### src/hdl/angle_sensor_pkg.sv
// Package of the angle sensor readout core: frame layout, addresses,
// reset values, timing constants and carrier structs.
// Assumes a 100 MHz core clock; all users refer to it by full name.
package angle_sensor_pkg;

	// Angle and serial frame geometry
	localparam int ANGLE_BITS = 13;
	localparam int FRAME_BITS = 24;
	localparam int COUNT_BITS = 5;
	localparam int PERIOD_BITS = 24;

	// Command frame fields
	localparam int CMD_WRITE_POS = 23;
	localparam int CMD_ADDR_MSB = 22;
	localparam int CMD_ADDR_LSB = 21;

	// Reply frame flag positions, data in the low bits
	localparam int REPLY_INTERNAL_ERROR_FLAG_POS = 23;
	localparam int REPLY_MAGNET_POS = 22;
	localparam int REPLY_ECC_DET_POS = 21;
	localparam int REPLY_ECC_COR_POS = 20;
	localparam int REPLY_SUPPLY_POS = 19;
	localparam int REPLY_VCC_LOW_POS = 18;

	// Register addresses
	localparam logic [1:0] ADDR_ANGLE = 2'h0;
	localparam logic [1:0] ADDR_CONTROL = 2'h1;
	localparam logic [1:0] ADDR_REFERENCE = 2'h2;
	localparam logic [1:0] ADDR_STATUS = 2'h3;

	// Control register fields
	localparam int CTRL_CLEAR_SUPPLY_POS = 0;
	localparam int CTRL_LOW_SPEED_POS = 2;
	localparam int CTRL_AVG_LSB = 3;
	localparam int CTRL_AVG_MSB = 5;

	// Reset values
	localparam logic [12:0] ANGLE_RESET = 13'h0000;
	localparam logic [23:0] REPLY_RESET = 24'h000000;

	// Timing
	localparam int CLK_MHZ = 100;
	localparam int BASE_PERIOD_US = 25;
	localparam int BASE_PERIOD_CYC = BASE_PERIOD_US * CLK_MHZ;
	localparam int POWER_ON_US = 10;
	localparam int POWER_ON_CYC = POWER_ON_US * CLK_MHZ;
	localparam int WATCHDOG_PERIODS = 2;
	localparam int HIGH_SPEED_DROP_BITS = 3;
	localparam logic [7:0] FIELD_LOW_LIMIT = 8'h10;

	// Settings restored from non-volatile memory at power-up
	typedef struct packed {
		logic        lowSpeed;
		logic [2:0]  averagingSetting;
		logic [12:0] referenceAngle;
	} nv_cfg_s;

	// Diagnostic flags carried in every reply
	typedef struct packed {
		logic internalError;
		logic magnetMissing;
		logic eccDetected;
		logic eccCorrected;
		logic supplyLost;
		logic vccLow;
	} diag_s;

	// Power-up sequencing
	typedef enum logic [2:0] {
		ST_POWER_ON = 3'b001,
		ST_LOAD     = 3'b010,
		ST_RUN      = 3'b100
	} power_state_e;

endpackage

### src/hdl/pin_sync.sv
// Two-flop synchroniser for inputs from outside the core clock domain.
// Assumes the inputs are levels that stay stable for several clocks.
`timescale 1ns/1ps
module pin_sync #(
	parameter int WIDTH = 1
) (
	// Clock and reset
	input  wire logic             core_clk,
	input  wire logic             rst_n,
	// Raw and synchronised levels
	input  wire logic [WIDTH-1:0] asyncIn,
	output logic      [WIDTH-1:0] syncOut
);

	logic [WIDTH-1:0] firstStage;

	// First stage feeds only the second
	always_ff @(posedge core_clk or negedge rst_n) begin
		if (!rst_n) begin
			firstStage <= '0;
			syncOut <= '0;
		end else begin
			firstStage <= asyncIn;
			syncOut <= firstStage;
		end
	end

endmodule

### src/hdl/angle_sampler.sv
// Free-running refresh timer that marks each new angle sample.
// Assumes the period input is stable between ticks.
`timescale 1ns/1ps
module angle_sampler #(
	parameter int PERIOD_BITS = 24
) (
	// Clock and reset
	input  wire logic                   core_clk,
	input  wire logic                   rst_n,
	// Control
	input  wire logic                   enable,
	input  wire logic [PERIOD_BITS-1:0] periodCycles,
	// Sample strobe
	output logic                        tick
);

	logic [PERIOD_BITS-1:0] count;

	// Count up one period, strobe at its end
	always_ff @(posedge core_clk or negedge rst_n) begin
		if (!rst_n) begin
			count <= '0;
			tick <= 1'b0;
		end else if (!enable) begin
			count <= '0;
			tick <= 1'b0;
		end else if (count + 1'b1 >= periodCycles) begin
			count <= '0;
			tick <= 1'b1;
		end else begin
			count <= count + 1'b1;
			tick <= 1'b0;
		end
	end

endmodule

### src/hdl/angle_sensor_readout_core.sv
// Readout core of a magnetic angle sensor: refresh timer, reference
// subtraction, diagnostics, power-up sequencing and a polled serial slave.
// Assumes front end and non-volatile inputs on core_clk; serial and
// supply pins arrive asynchronously.
// Function
// - A fresh angle is produced every refresh period, regardless of host.
// - High speed mode updates each period with ten effective bits.
// - Sampling runs free of the serial port; reads return the latest sample.
// - Latency never exceeds two sample periods plus two serial frames.
// - Best-case latency is one and a half serial frames.
// - After power-up an initialisation lasting the power-on time runs first.
// - Every power-up returns all serial registers to their defaults.
// - Speed mode loads from non-volatile setting; that memory stays unchanged.
// - A watchdog supervises the logic and sets the internal error flag.
// - A weak field sets the magnet missing flag.
// - Non-volatile read errors detected or corrected are flagged in replies.
// - Loss of supply sets the supply lost flag.
// - Reported angle is raw angle minus reference angle.
// - Writing one to control bit two selects low speed mode.
// - Angle is a thirteen-bit unsigned fraction of a turn.
// - Serial data goes out most significant bit first, same in every mode.
// - Low supply flag travels in the angle reply.
// - Low speed period is 25 us times two to the averaging setting.
`timescale 1ns/1ps
module angle_sensor_readout_core #(
	parameter int BASE_PERIOD_CYC = angle_sensor_pkg::BASE_PERIOD_CYC,
	parameter int POWER_ON_CYC    = angle_sensor_pkg::POWER_ON_CYC
) (
	// Clock and reset
	input  wire logic                       core_clk,
	input  wire logic                       rst_n,
	// Hall front end
	input  wire logic [12:0]                rawAngle,
	input  wire logic [7:0]                 fieldLevel,
	// Non-volatile memory after error correction
	input  wire angle_sensor_pkg::nv_cfg_s  nvCfg,
	input  wire logic                       nvEccDetected,
	input  wire logic                       nvEccCorrected,
	// Supply monitor pins
	input  wire logic                       supplyLostPin,
	input  wire logic                       vccLowPin,
	// Serial slave pins
	input  wire logic                       spiClk,
	input  wire logic                       spiCsN,
	input  wire logic                       spiMosi,
	output logic                            spiMiso,
	output logic                            spiMisoOe,
	// Status
	output logic                            powerOnDone,
	output logic                            lowSpeedMode,
	output angle_sensor_pkg::diag_s         diag
);

	localparam int FB = angle_sensor_pkg::FRAME_BITS;

	// Refuse periods the counter cannot hold
	if (BASE_PERIOD_CYC < 1 || BASE_PERIOD_CYC * 128 >= 2 ** angle_sensor_pkg::PERIOD_BITS)
		$error("BASE_PERIOD_CYC out of range");
	if (POWER_ON_CYC < 2 || POWER_ON_CYC >= 2 ** 20)
		$error("POWER_ON_CYC out of range");

	// Raw minus reference, wrapped within one turn
	function automatic logic [12:0] wrapAngle(input logic [12:0] raw, input logic [12:0] ref0);
		wrapAngle = 13'(raw - ref0);
	endfunction

	// Refresh period for the current mode
	function automatic logic [23:0] periodFor(input logic lowSpeed, input logic [2:0] averaging_setting);
		periodFor = lowSpeed ? 24'(24'(BASE_PERIOD_CYC) << averaging_setting) : 24'(BASE_PERIOD_CYC);
	endfunction

	angle_sensor_pkg::power_state_e state;
	logic [19:0] powerCount;
	logic [2:0]  averaging;
	logic [12:0] referenceAngle;
	logic [12:0] angleOut;
	logic [12:0] angleDiff;
	logic [23:0] periodCycles;
	logic        tick;
	logic [23:0] watchdogCount;
	logic        supplySync;
	logic        vccLowSync;
	logic        sclkSync;
	logic        csNSync;
	logic        mosiSync;
	logic        sclkPrev;
	logic        csNPrev;
	logic [FB-1:0] shiftIn;
	logic [FB-1:0] shiftOut;
	logic [FB-1:0] replyWord;
	logic [4:0]  bitCount;
	logic        running;
	logic        sclkRise;
	logic        sclkFall;
	logic        frameStart;
	logic        frameEnd;
	logic        execute;
	logic        cmdWrite;
	logic [1:0]  cmdAddr;

	// Bring pins into the core domain
	pin_sync #(.WIDTH(5)) u_pin_sync (
		.core_clk (core_clk),
		.rst_n    (rst_n),
		.asyncIn  ({supplyLostPin, vccLowPin, spiClk, spiCsN, spiMosi}),
		.syncOut  ({supplySync, vccLowSync, sclkSync, csNSync, mosiSync})
	);

	// Power-up sequence: wait, load non-volatile settings, run
	always_ff @(posedge core_clk or negedge rst_n) begin
		if (!rst_n) begin
			state <= angle_sensor_pkg::ST_POWER_ON;
			powerCount <= '0;
		end else begin
			case (state)
				angle_sensor_pkg::ST_POWER_ON: begin
					powerCount <= powerCount + 20'h00001;
					if (powerCount == 20'(POWER_ON_CYC - 2))
						state <= angle_sensor_pkg::ST_LOAD;
				end
				angle_sensor_pkg::ST_LOAD: state <= angle_sensor_pkg::ST_RUN;
				angle_sensor_pkg::ST_RUN: state <= angle_sensor_pkg::ST_RUN;
				default: state <= angle_sensor_pkg::ST_POWER_ON;
			endcase
		end
	end

	assign running = (state == angle_sensor_pkg::ST_RUN);
	assign powerOnDone = running;

	// Serial edges and frame boundaries from synchronised pins
	always_ff @(posedge core_clk or negedge rst_n) begin
		if (!rst_n) begin
			sclkPrev <= 1'b0;
			csNPrev <= 1'b1;
		end else begin
			sclkPrev <= sclkSync;
			csNPrev <= csNSync;
		end
	end

	assign sclkRise = sclkSync & ~sclkPrev & ~csNSync;
	assign sclkFall = ~sclkSync & sclkPrev & ~csNSync;
	assign frameStart = csNPrev & ~csNSync & running;
	assign frameEnd = ~csNPrev & csNSync;
	assign execute = frameEnd && running && bitCount == 5'(FB);
	assign cmdWrite = shiftIn[angle_sensor_pkg::CMD_WRITE_POS];
	assign cmdAddr = shiftIn[angle_sensor_pkg::CMD_ADDR_MSB:angle_sensor_pkg::CMD_ADDR_LSB];

	// Control and reference registers, defaults from memory at load
	always_ff @(posedge core_clk or negedge rst_n) begin
		if (!rst_n) begin
			lowSpeedMode <= 1'b0;
			averaging <= '0;
			referenceAngle <= angle_sensor_pkg::ANGLE_RESET;
		end else if (state == angle_sensor_pkg::ST_LOAD) begin
			lowSpeedMode <= nvCfg.lowSpeed;
			averaging <= nvCfg.averagingSetting;
			referenceAngle <= nvCfg.referenceAngle;
		end else if (execute && cmdWrite && cmdAddr == angle_sensor_pkg::ADDR_CONTROL) begin
			lowSpeedMode <= shiftIn[angle_sensor_pkg::CTRL_LOW_SPEED_POS];
			averaging <= shiftIn[angle_sensor_pkg::CTRL_AVG_MSB:angle_sensor_pkg::CTRL_AVG_LSB];
		end else if (execute && cmdWrite && cmdAddr == angle_sensor_pkg::ADDR_REFERENCE) begin
			referenceAngle <= shiftIn[12:0];
		end
	end

	// Free-running refresh timer
	assign periodCycles = periodFor(lowSpeedMode, averaging);

	angle_sampler #(.PERIOD_BITS(angle_sensor_pkg::PERIOD_BITS)) u_angle_sampler (
		.core_clk     (core_clk),
		.rst_n        (rst_n),
		.enable       (running),
		.periodCycles (periodCycles),
		.tick         (tick)
	);

	// Raw minus reference, a named net so its bits can be selected
	assign angleDiff = wrapAngle(rawAngle, referenceAngle);

	// Capture the offset-corrected angle on every tick
	always_ff @(posedge core_clk or negedge rst_n) begin
		if (!rst_n) begin
			angleOut <= angle_sensor_pkg::ANGLE_RESET;
		end else if (tick && lowSpeedMode) begin
			angleOut <= angleDiff;
		end else if (tick) begin
			angleOut <= {angleDiff[12:3], 3'h0};
		end
	end

	// Watchdog over the sample cadence
	always_ff @(posedge core_clk or negedge rst_n) begin
		if (!rst_n) begin
			watchdogCount <= '0;
		end else begin
			watchdogCount <= (tick || !running) ? 24'h000000 : watchdogCount + 24'h000001;
		end
	end

	// Watchdog, field, supply and memory diagnostics; one process owns diag
	always_ff @(posedge core_clk or negedge rst_n) begin
		if (!rst_n) begin
			diag.internalError <= 1'b0;
			diag.magnetMissing <= 1'b0;
			diag.eccDetected <= 1'b0;
			diag.eccCorrected <= 1'b0;
			diag.supplyLost <= 1'b0;
			diag.vccLow <= 1'b0;
		end else begin
			if (watchdogCount > 24'(angle_sensor_pkg::WATCHDOG_PERIODS) * periodCycles)
				diag.internalError <= 1'b1;
			if (tick)
				diag.magnetMissing <= fieldLevel < angle_sensor_pkg::FIELD_LOW_LIMIT;
			if (state == angle_sensor_pkg::ST_LOAD) begin
				diag.eccDetected <= nvEccDetected;
				diag.eccCorrected <= nvEccCorrected;
			end
			if (supplySync)
				diag.supplyLost <= 1'b1;
			else if (execute && cmdWrite && cmdAddr == angle_sensor_pkg::ADDR_CONTROL
				&& shiftIn[angle_sensor_pkg::CTRL_CLEAR_SUPPLY_POS])
				diag.supplyLost <= 1'b0;
			diag.vccLow <= vccLowSync;
		end
	end

	// Receive shifter and bit counter
	always_ff @(posedge core_clk or negedge rst_n) begin
		if (!rst_n) begin
			shiftIn <= '0;
			bitCount <= '0;
		end else if (frameStart) begin
			bitCount <= '0;
		end else if (sclkRise && bitCount != 5'(FB)) begin
			shiftIn <= {shiftIn[FB-2:0], mosiSync};
			bitCount <= bitCount + 5'h01;
		end
	end

	// Reply for the next frame, taken from the latest sample
	always_ff @(posedge core_clk or negedge rst_n) begin
		if (!rst_n) begin
			replyWord <= angle_sensor_pkg::REPLY_RESET;
		end else if (execute) begin
			replyWord <= {diag, 5'h00, 13'h0000};
			case (cmdAddr)
				angle_sensor_pkg::ADDR_ANGLE: replyWord[12:0] <= angleOut;
				angle_sensor_pkg::ADDR_CONTROL:
					replyWord[12:0] <= {7'h00, averaging, lowSpeedMode, 2'h0};
				angle_sensor_pkg::ADDR_REFERENCE: replyWord[12:0] <= referenceAngle;
				default: replyWord[12:0] <= {12'h000, powerOnDone};
			endcase
		end
	end

	// Transmit shifter, most significant bit first
	always_ff @(posedge core_clk or negedge rst_n) begin
		if (!rst_n) begin
			shiftOut <= '0;
		end else if (frameStart) begin
			shiftOut <= replyWord;
		end else if (sclkFall) begin
			shiftOut <= {shiftOut[FB-2:0], 1'b0};
		end
	end

	assign spiMiso = shiftOut[FB-1];
	assign spiMisoOe = ~csNSync & running;

	// Helper: cycles since the previous tick
	logic [23:0] tickGap;
	logic        tickSeen;
	always_ff @(posedge core_clk or negedge rst_n) begin
		if (!rst_n) begin
			tickGap <= '0;
			tickSeen <= 1'b0;
		end else begin
			tickGap <= tick ? 24'h000001 : tickGap + 24'h000001;
			if (tick)
				tickSeen <= 1'b1;
		end
	end
endmodule

### config.mk
export PLATFORM = sky130hd
export DESIGN_NAME = angle_sensor_readout_core
export DESIGN_NICKNAME = d
export VERILOG_FILES = /design/src/hdl/angle_sensor_pkg.sv /design/src/hdl/pin_sync.sv /design/src/hdl/angle_sampler.sv /design/src/hdl/angle_sensor_readout_core.sv
export SDC_FILE = /design/constraint.sdc
export NUM_CORES = 1
export LEC_CHECK = 0
export BUFFER_PORTS_ARGS = -buffer_cell sky130_fd_sc_hd__clkbuf_2
export CORE_MARGIN = 3
export CORE_UTILIZATION = 60
export CTS_CLUSTER_DIAMETER = 30
export DETAILED_ROUTE_END_ITERATION = 8
export PLACE_DENSITY = 0.79
export SKIP_CTS_REPAIR_TIMING = 1
export SYNTH_ARGS = -nofsm -noshare
export SYNTH_HDL_FRONTEND = slang
export SYNTH_SLANG_ARGS = --single-unit
### constraint.sdc
create_clock -name core_clk -period 3.51 [get_ports core_clk]
set_input_delay 0.702 -clock core_clk [delete_from_list [all_inputs] [get_ports core_clk]]
set_output_delay 0.702 -clock core_clk [all_outputs]
set_load 0.05 [all_outputs]
==> impl_summary.md <==
Clock network
Clock tree synthesis found a total of 192 sinks. The maximum count of clock buffers along a single path is 2. TritonCTS built the clock tree. The count of H-tree levels built during CTS is 4. Counting the buffers created by CTS gives 17.

For the worst-skew pair, the clock arrives at the later sink with an insertion delay of 0.45 ns. After clock tree synthesis, the clock-pin slew on the worst setup and hold paths is 0.07 ns. The cell chosen for the clock root is clkbuf_16.

Placement
The number of buffers added on ports is 52. Summing all placed instances gives a cell area of 0.01049 sq mm. The final weighted congestion in routability-driven placement is 0.8483. The placement-stage worst setup slack is 0.1482 ns. Once detailed placement completed, the half-perimeter wirelength came to 13,720 um.

Routing
The first-iteration detailed-routing DRC count is 463. The iteration count of the initial detailed-routing pass is 5. The via count of the routed design is 6,902.

Summed over all layers, the routed wires come to 19,920 um. The average vias per placed instance is 5.695. Dividing the detail-routed wire length by the instance count gives 16.44 um. The number of nets still failing antenna checks after routing is 0. For this run, design rule violations remaining after detail routing come to 0.

Logic synthesis
Of the synthesized area, sequential elements account for 0.4835. In the synthesized netlist the dominant register cell turns out to be dfrtp_1. The cell area after synthesis is 0.009943 sq mm. In this run the mean area of a mapped cell was 10.71 sq um. The number of synthesized flops with an enable pin is 0. The number of register bits inferred by synthesis is 192.

The count of cell types in the netlist is 65. During synthesis, Yosys emitted a total of 0 warnings. The synthesized instance count is 928. The fraction of synthesis flops using an asynchronous set or reset pin is 1.000.

Layout
The total inserted antenna cells is 0. In the final layout, the multi-input gates occupy 0.004907 sq mm. The number of fill cells in the layout is 1,183. The final non-filler cell area is 0.01111 sq mm.

The register cell area after layout is 0.004808 sq mm. Of the cells placed in the final design, the portion with a size suffix greater than 1 is 0.1777. From synthesis to final layout, the design area changed by 11.72%. The final layout contains 1,089 nets.

Global routing
The via count of the first global-routing pass is 6,855. Entering global routing, the biggest net connects 110 pins. The met3 track demand over resource is 0.05328. The met2 routing resource usage after global routing is 0.3627.

The first global-routing pass estimated 33,550 um of wire. The initial antenna violation count is 0. The layer flagged by global routing as most heavily used is met2.

After global routing the overflow that remains totals 0. The met1 track demand over resource is 0.3342. For this run, the total global-route usage over all layers was measured as 0.2330.

Worst setup path
The cell that appears most often on the critical path is ha_1. The count of cells along the worst register-to-register path is 10. The worst setup path is launched from a register. The required time of the critical path is 3.84 ns. In this run the number of cells on the critical path is 10. The highest cell delay on the worst timing path is 0.61 ns.

STA classifies the critical path endpoint as a register. The kind of critical path is reg -> reg. The top fanout value on the critical path is 20. The count of buffer and inverter cells on the critical path is 0. The cell with the largest stage delay on the worst path is or4_4. The dominant delay contributor by cell family on the critical path is simple AND/OR/NAND/NOR gates.

The signal on the critical path passes through ha_1 > nand4_2 > nor4_2 > xor2_1 > ha_1 > and4_1 > a221oi_1 > o21bai_1 > or4_4 > and2_1. The data arrival time at the worst-slack endpoint is 3.69 ns.

Floorplan
Measured along the y axis, the die boundary spans 134.7 um. After floorplanning, the core was sized to cover 0.01606 sq mm. Pin placement for this block handled 57 I/O pins. The die is 134.7 um wide. The die covers 0.01815 sq mm. For this configuration, the core starts out at a cell density of 0.6192. The floorplan has 46 rows.

Min path
The worst hold path belongs to the class in -> async.

Timing
The number of hold violations in the final report came to 0. Once routing completed, OpenROAD measured the worst setup slack at 0.1466 ns. The worst slew margin relative to its limit is 0.4090. The peak clock frequency supported by timing is 297.3 MHz. Setup repair after global routing could not meet its margin everywhere. The measured slew at the worst slew-check pin is 0.8866 ns. The final setup violation count is 0.

The clock tree skew after final layout is 0.01022 ns. The post-route fraction of the period consumed by the critical path is 0.9582. For the finished layout, the period the worst path requires is 3.363 ns.

The final max-slew violation count is 0.

Power
The areal power density over the cells is 411.0 mW/mm^2. The static power due to leakage is 0.005180 uW. IR analysis of the VDD net gives a maximum drop of 0.0003661 V.

Flow run
The tool flagged a number of max-cap violations equal to 0.

Outcome
The flow ran to the end, and the final reports show no timing, DRC or antenna violations.
[path summary, 6_finish.rpt]
kind | startpoint | endpoint | slack [ns]
max in group asynchronous | rst_n | state[0]$_DFFE_PN1P_ | 2.25
worst max register to register | u_angle_sampler.count[0]$_DFF_PN0_ | u_angle_sampler.tick$_DFF_PN0_ | 0.15
worst min register to register | u_pin_sync.firstStage[2]$_DFF_PN0_ | u_pin_sync.syncOut[2]$_DFF_PN0_ | 0.35
min in group core_clk | u_pin_sync.firstStage[2]$_DFF_PN0_ | u_pin_sync.syncOut[2]$_DFF_PN0_ | 0.35
worst min-delay path | rst_n | u_angle_sampler.count[19]$_DFF_PN0_ | 0.34
worst max-delay path | u_angle_sampler.count[0]$_DFF_PN0_ | u_angle_sampler.tick$_DFF_PN0_ | 0.15
[layout by cell type (no fill, tap or decap), types with 3 or more instances in the layout]
cell	instances
a31oi_1	4
inv_8	3
and2_1	5
and4_1	9
inv_1	27
clkbuf_2	51
buf_4	17
and3_1	17
xnor2_1	37
nor2_1	64
conb_1	5
nor4_2	3
a21o_1	9
nand4_1	21
nor4b_1	3
or2_2	3
nor3_1	8
nor3b_1	3
o31ai_1	10
nor2b_1	10
ha_1	58
nor3b_2	19
o21ai_0	47
dfrtp_1	189
clkbuf_8	3
nand3_1	26
a21boi_0	3
mux2_2	36
mux2i_1	57
xor2_1	33
clkbuf_16	17
nand2_1	107
o21a_1	3
clkinv_4	3
inv_6	3
o211ai_1	4
a21oi_1	31
[final cells by class]
type | instances | share of cell area
clock buffer | 19 | 0.04077
clock inverter | 13 | 0.01329
inverter | 28 | 0.009462
multi-input combinational | 674 | 0.4418
sequential | 192 | 0.4329
tap | 216 | 0.02433
timing repair buffer | 70 | 0.03751
[metal layers]
metal | share of wire | vias to the layer above | routed length, um
met5 | 0 | - | 0
met4 | 0.015 | 0 | 297
met3 | 0.043 | 30 | 865
met2 | 0.46 | 143 | 9164
met1 | 0.48 | 3352 | 9595
li1 | - | 3377 | -
[synthesized netlist by cell type, drive strengths merged, types with 2 or more instances]
master   instances  area (sq um)
dfrtp          190          4755
nand2          107         401.6
nor2            65         244.0
ha              58         725.7
mux2i           57         570.6
o21ai           47         235.2
xnor2           37         324.1
mux2            36         405.4
xor2            33         289.0
a21oi           31         155.2
clkbuf          29         108.9
nand3           28         145.1
inv             27         101.4
nand4           22         143.9
nor3b           22         250.2
and3            17         106.4
nor2b           11         68.82
and4            10         90.09
nor3            10         60.06
o31ai           10         75.07
a21o             9         67.56
buf              9         56.30
nor4             6         65.06
and2             5         31.28
a31oi            4         25.02
nor4b            4         41.29
o211ai           4         30.03
a21boi           3         22.52
o21a             3         22.52
or2              3         18.77
or4              3         26.27
a211o            2         17.52
a221oi           2         17.52
and4b            2         20.02
dfstp            2         52.55
o2bb2ai          2         17.52
or3              2         12.51
[logic make-up after synthesis]
kind of cell | synth area share
xor gates and xnor gates | 0.06166
and+or+nand+nor | 0.1782
other | 0.0003771
muxes | 0.09815
buffers and inverters | 0.02718
adders and majority gates | 0.07500
AOI/OAI and AO/OA | 0.07601
DFF | 0.4835
[power by group]
part           switching, uW  internal, uW  leakage [uW]
Combinational            120           111       0.00239
Clock                    918          1050      0.000289
Sequential              75.7          2290       0.00250
Total                   1110          3450       0.00518
[sequential cells by signal, indices dropped and copies added, names as in the netlist]
signal,count
shiftIn,24
shiftOut,24
u_angle_sampler.count,24
watchdogCount,24
powerCount,20
replyWord,19
angleOut,13
referenceAngle,13
diag,6
bitCount,5
u_pin_sync.firstStage,5
u_pin_sync.syncOut,5
averaging,3
state,3
csNPrev,1
lowSpeedMode,1
sclkPrev,1
u_angle_sampler.tick,1
[worst reg2reg max path, cell delays in order, from the launching register on]
cell and delay, ns:
dfrtp_1 0.43, ha_1 0.28, nand4_2 0.21, nor4_2 0.37, xor2_1 0.29, ha_1 0.28, and4_1 0.19, a221oi_1 0.25
o21bai_1 0.11, or4_4 0.61, and2_1 0.24
[through the flow]
stage	cells	hold WS, ns	util	total power, uW	setup TNS (ns)
after CTS	1212	0.3428	0.6908	4605	0
after global routing	1212	0.3380	0.6918	4737	-0.004337
after global placement	1180	0.3321	0.6534	2631	0
after detailed placement	1180	0.3363	0.6534	2643	0
after floorplan	932	0.3312	-	2528	0
final	1212	0.3447	0.6918	4565	0
Note: power is estimated with default switching activity, not from simulation.
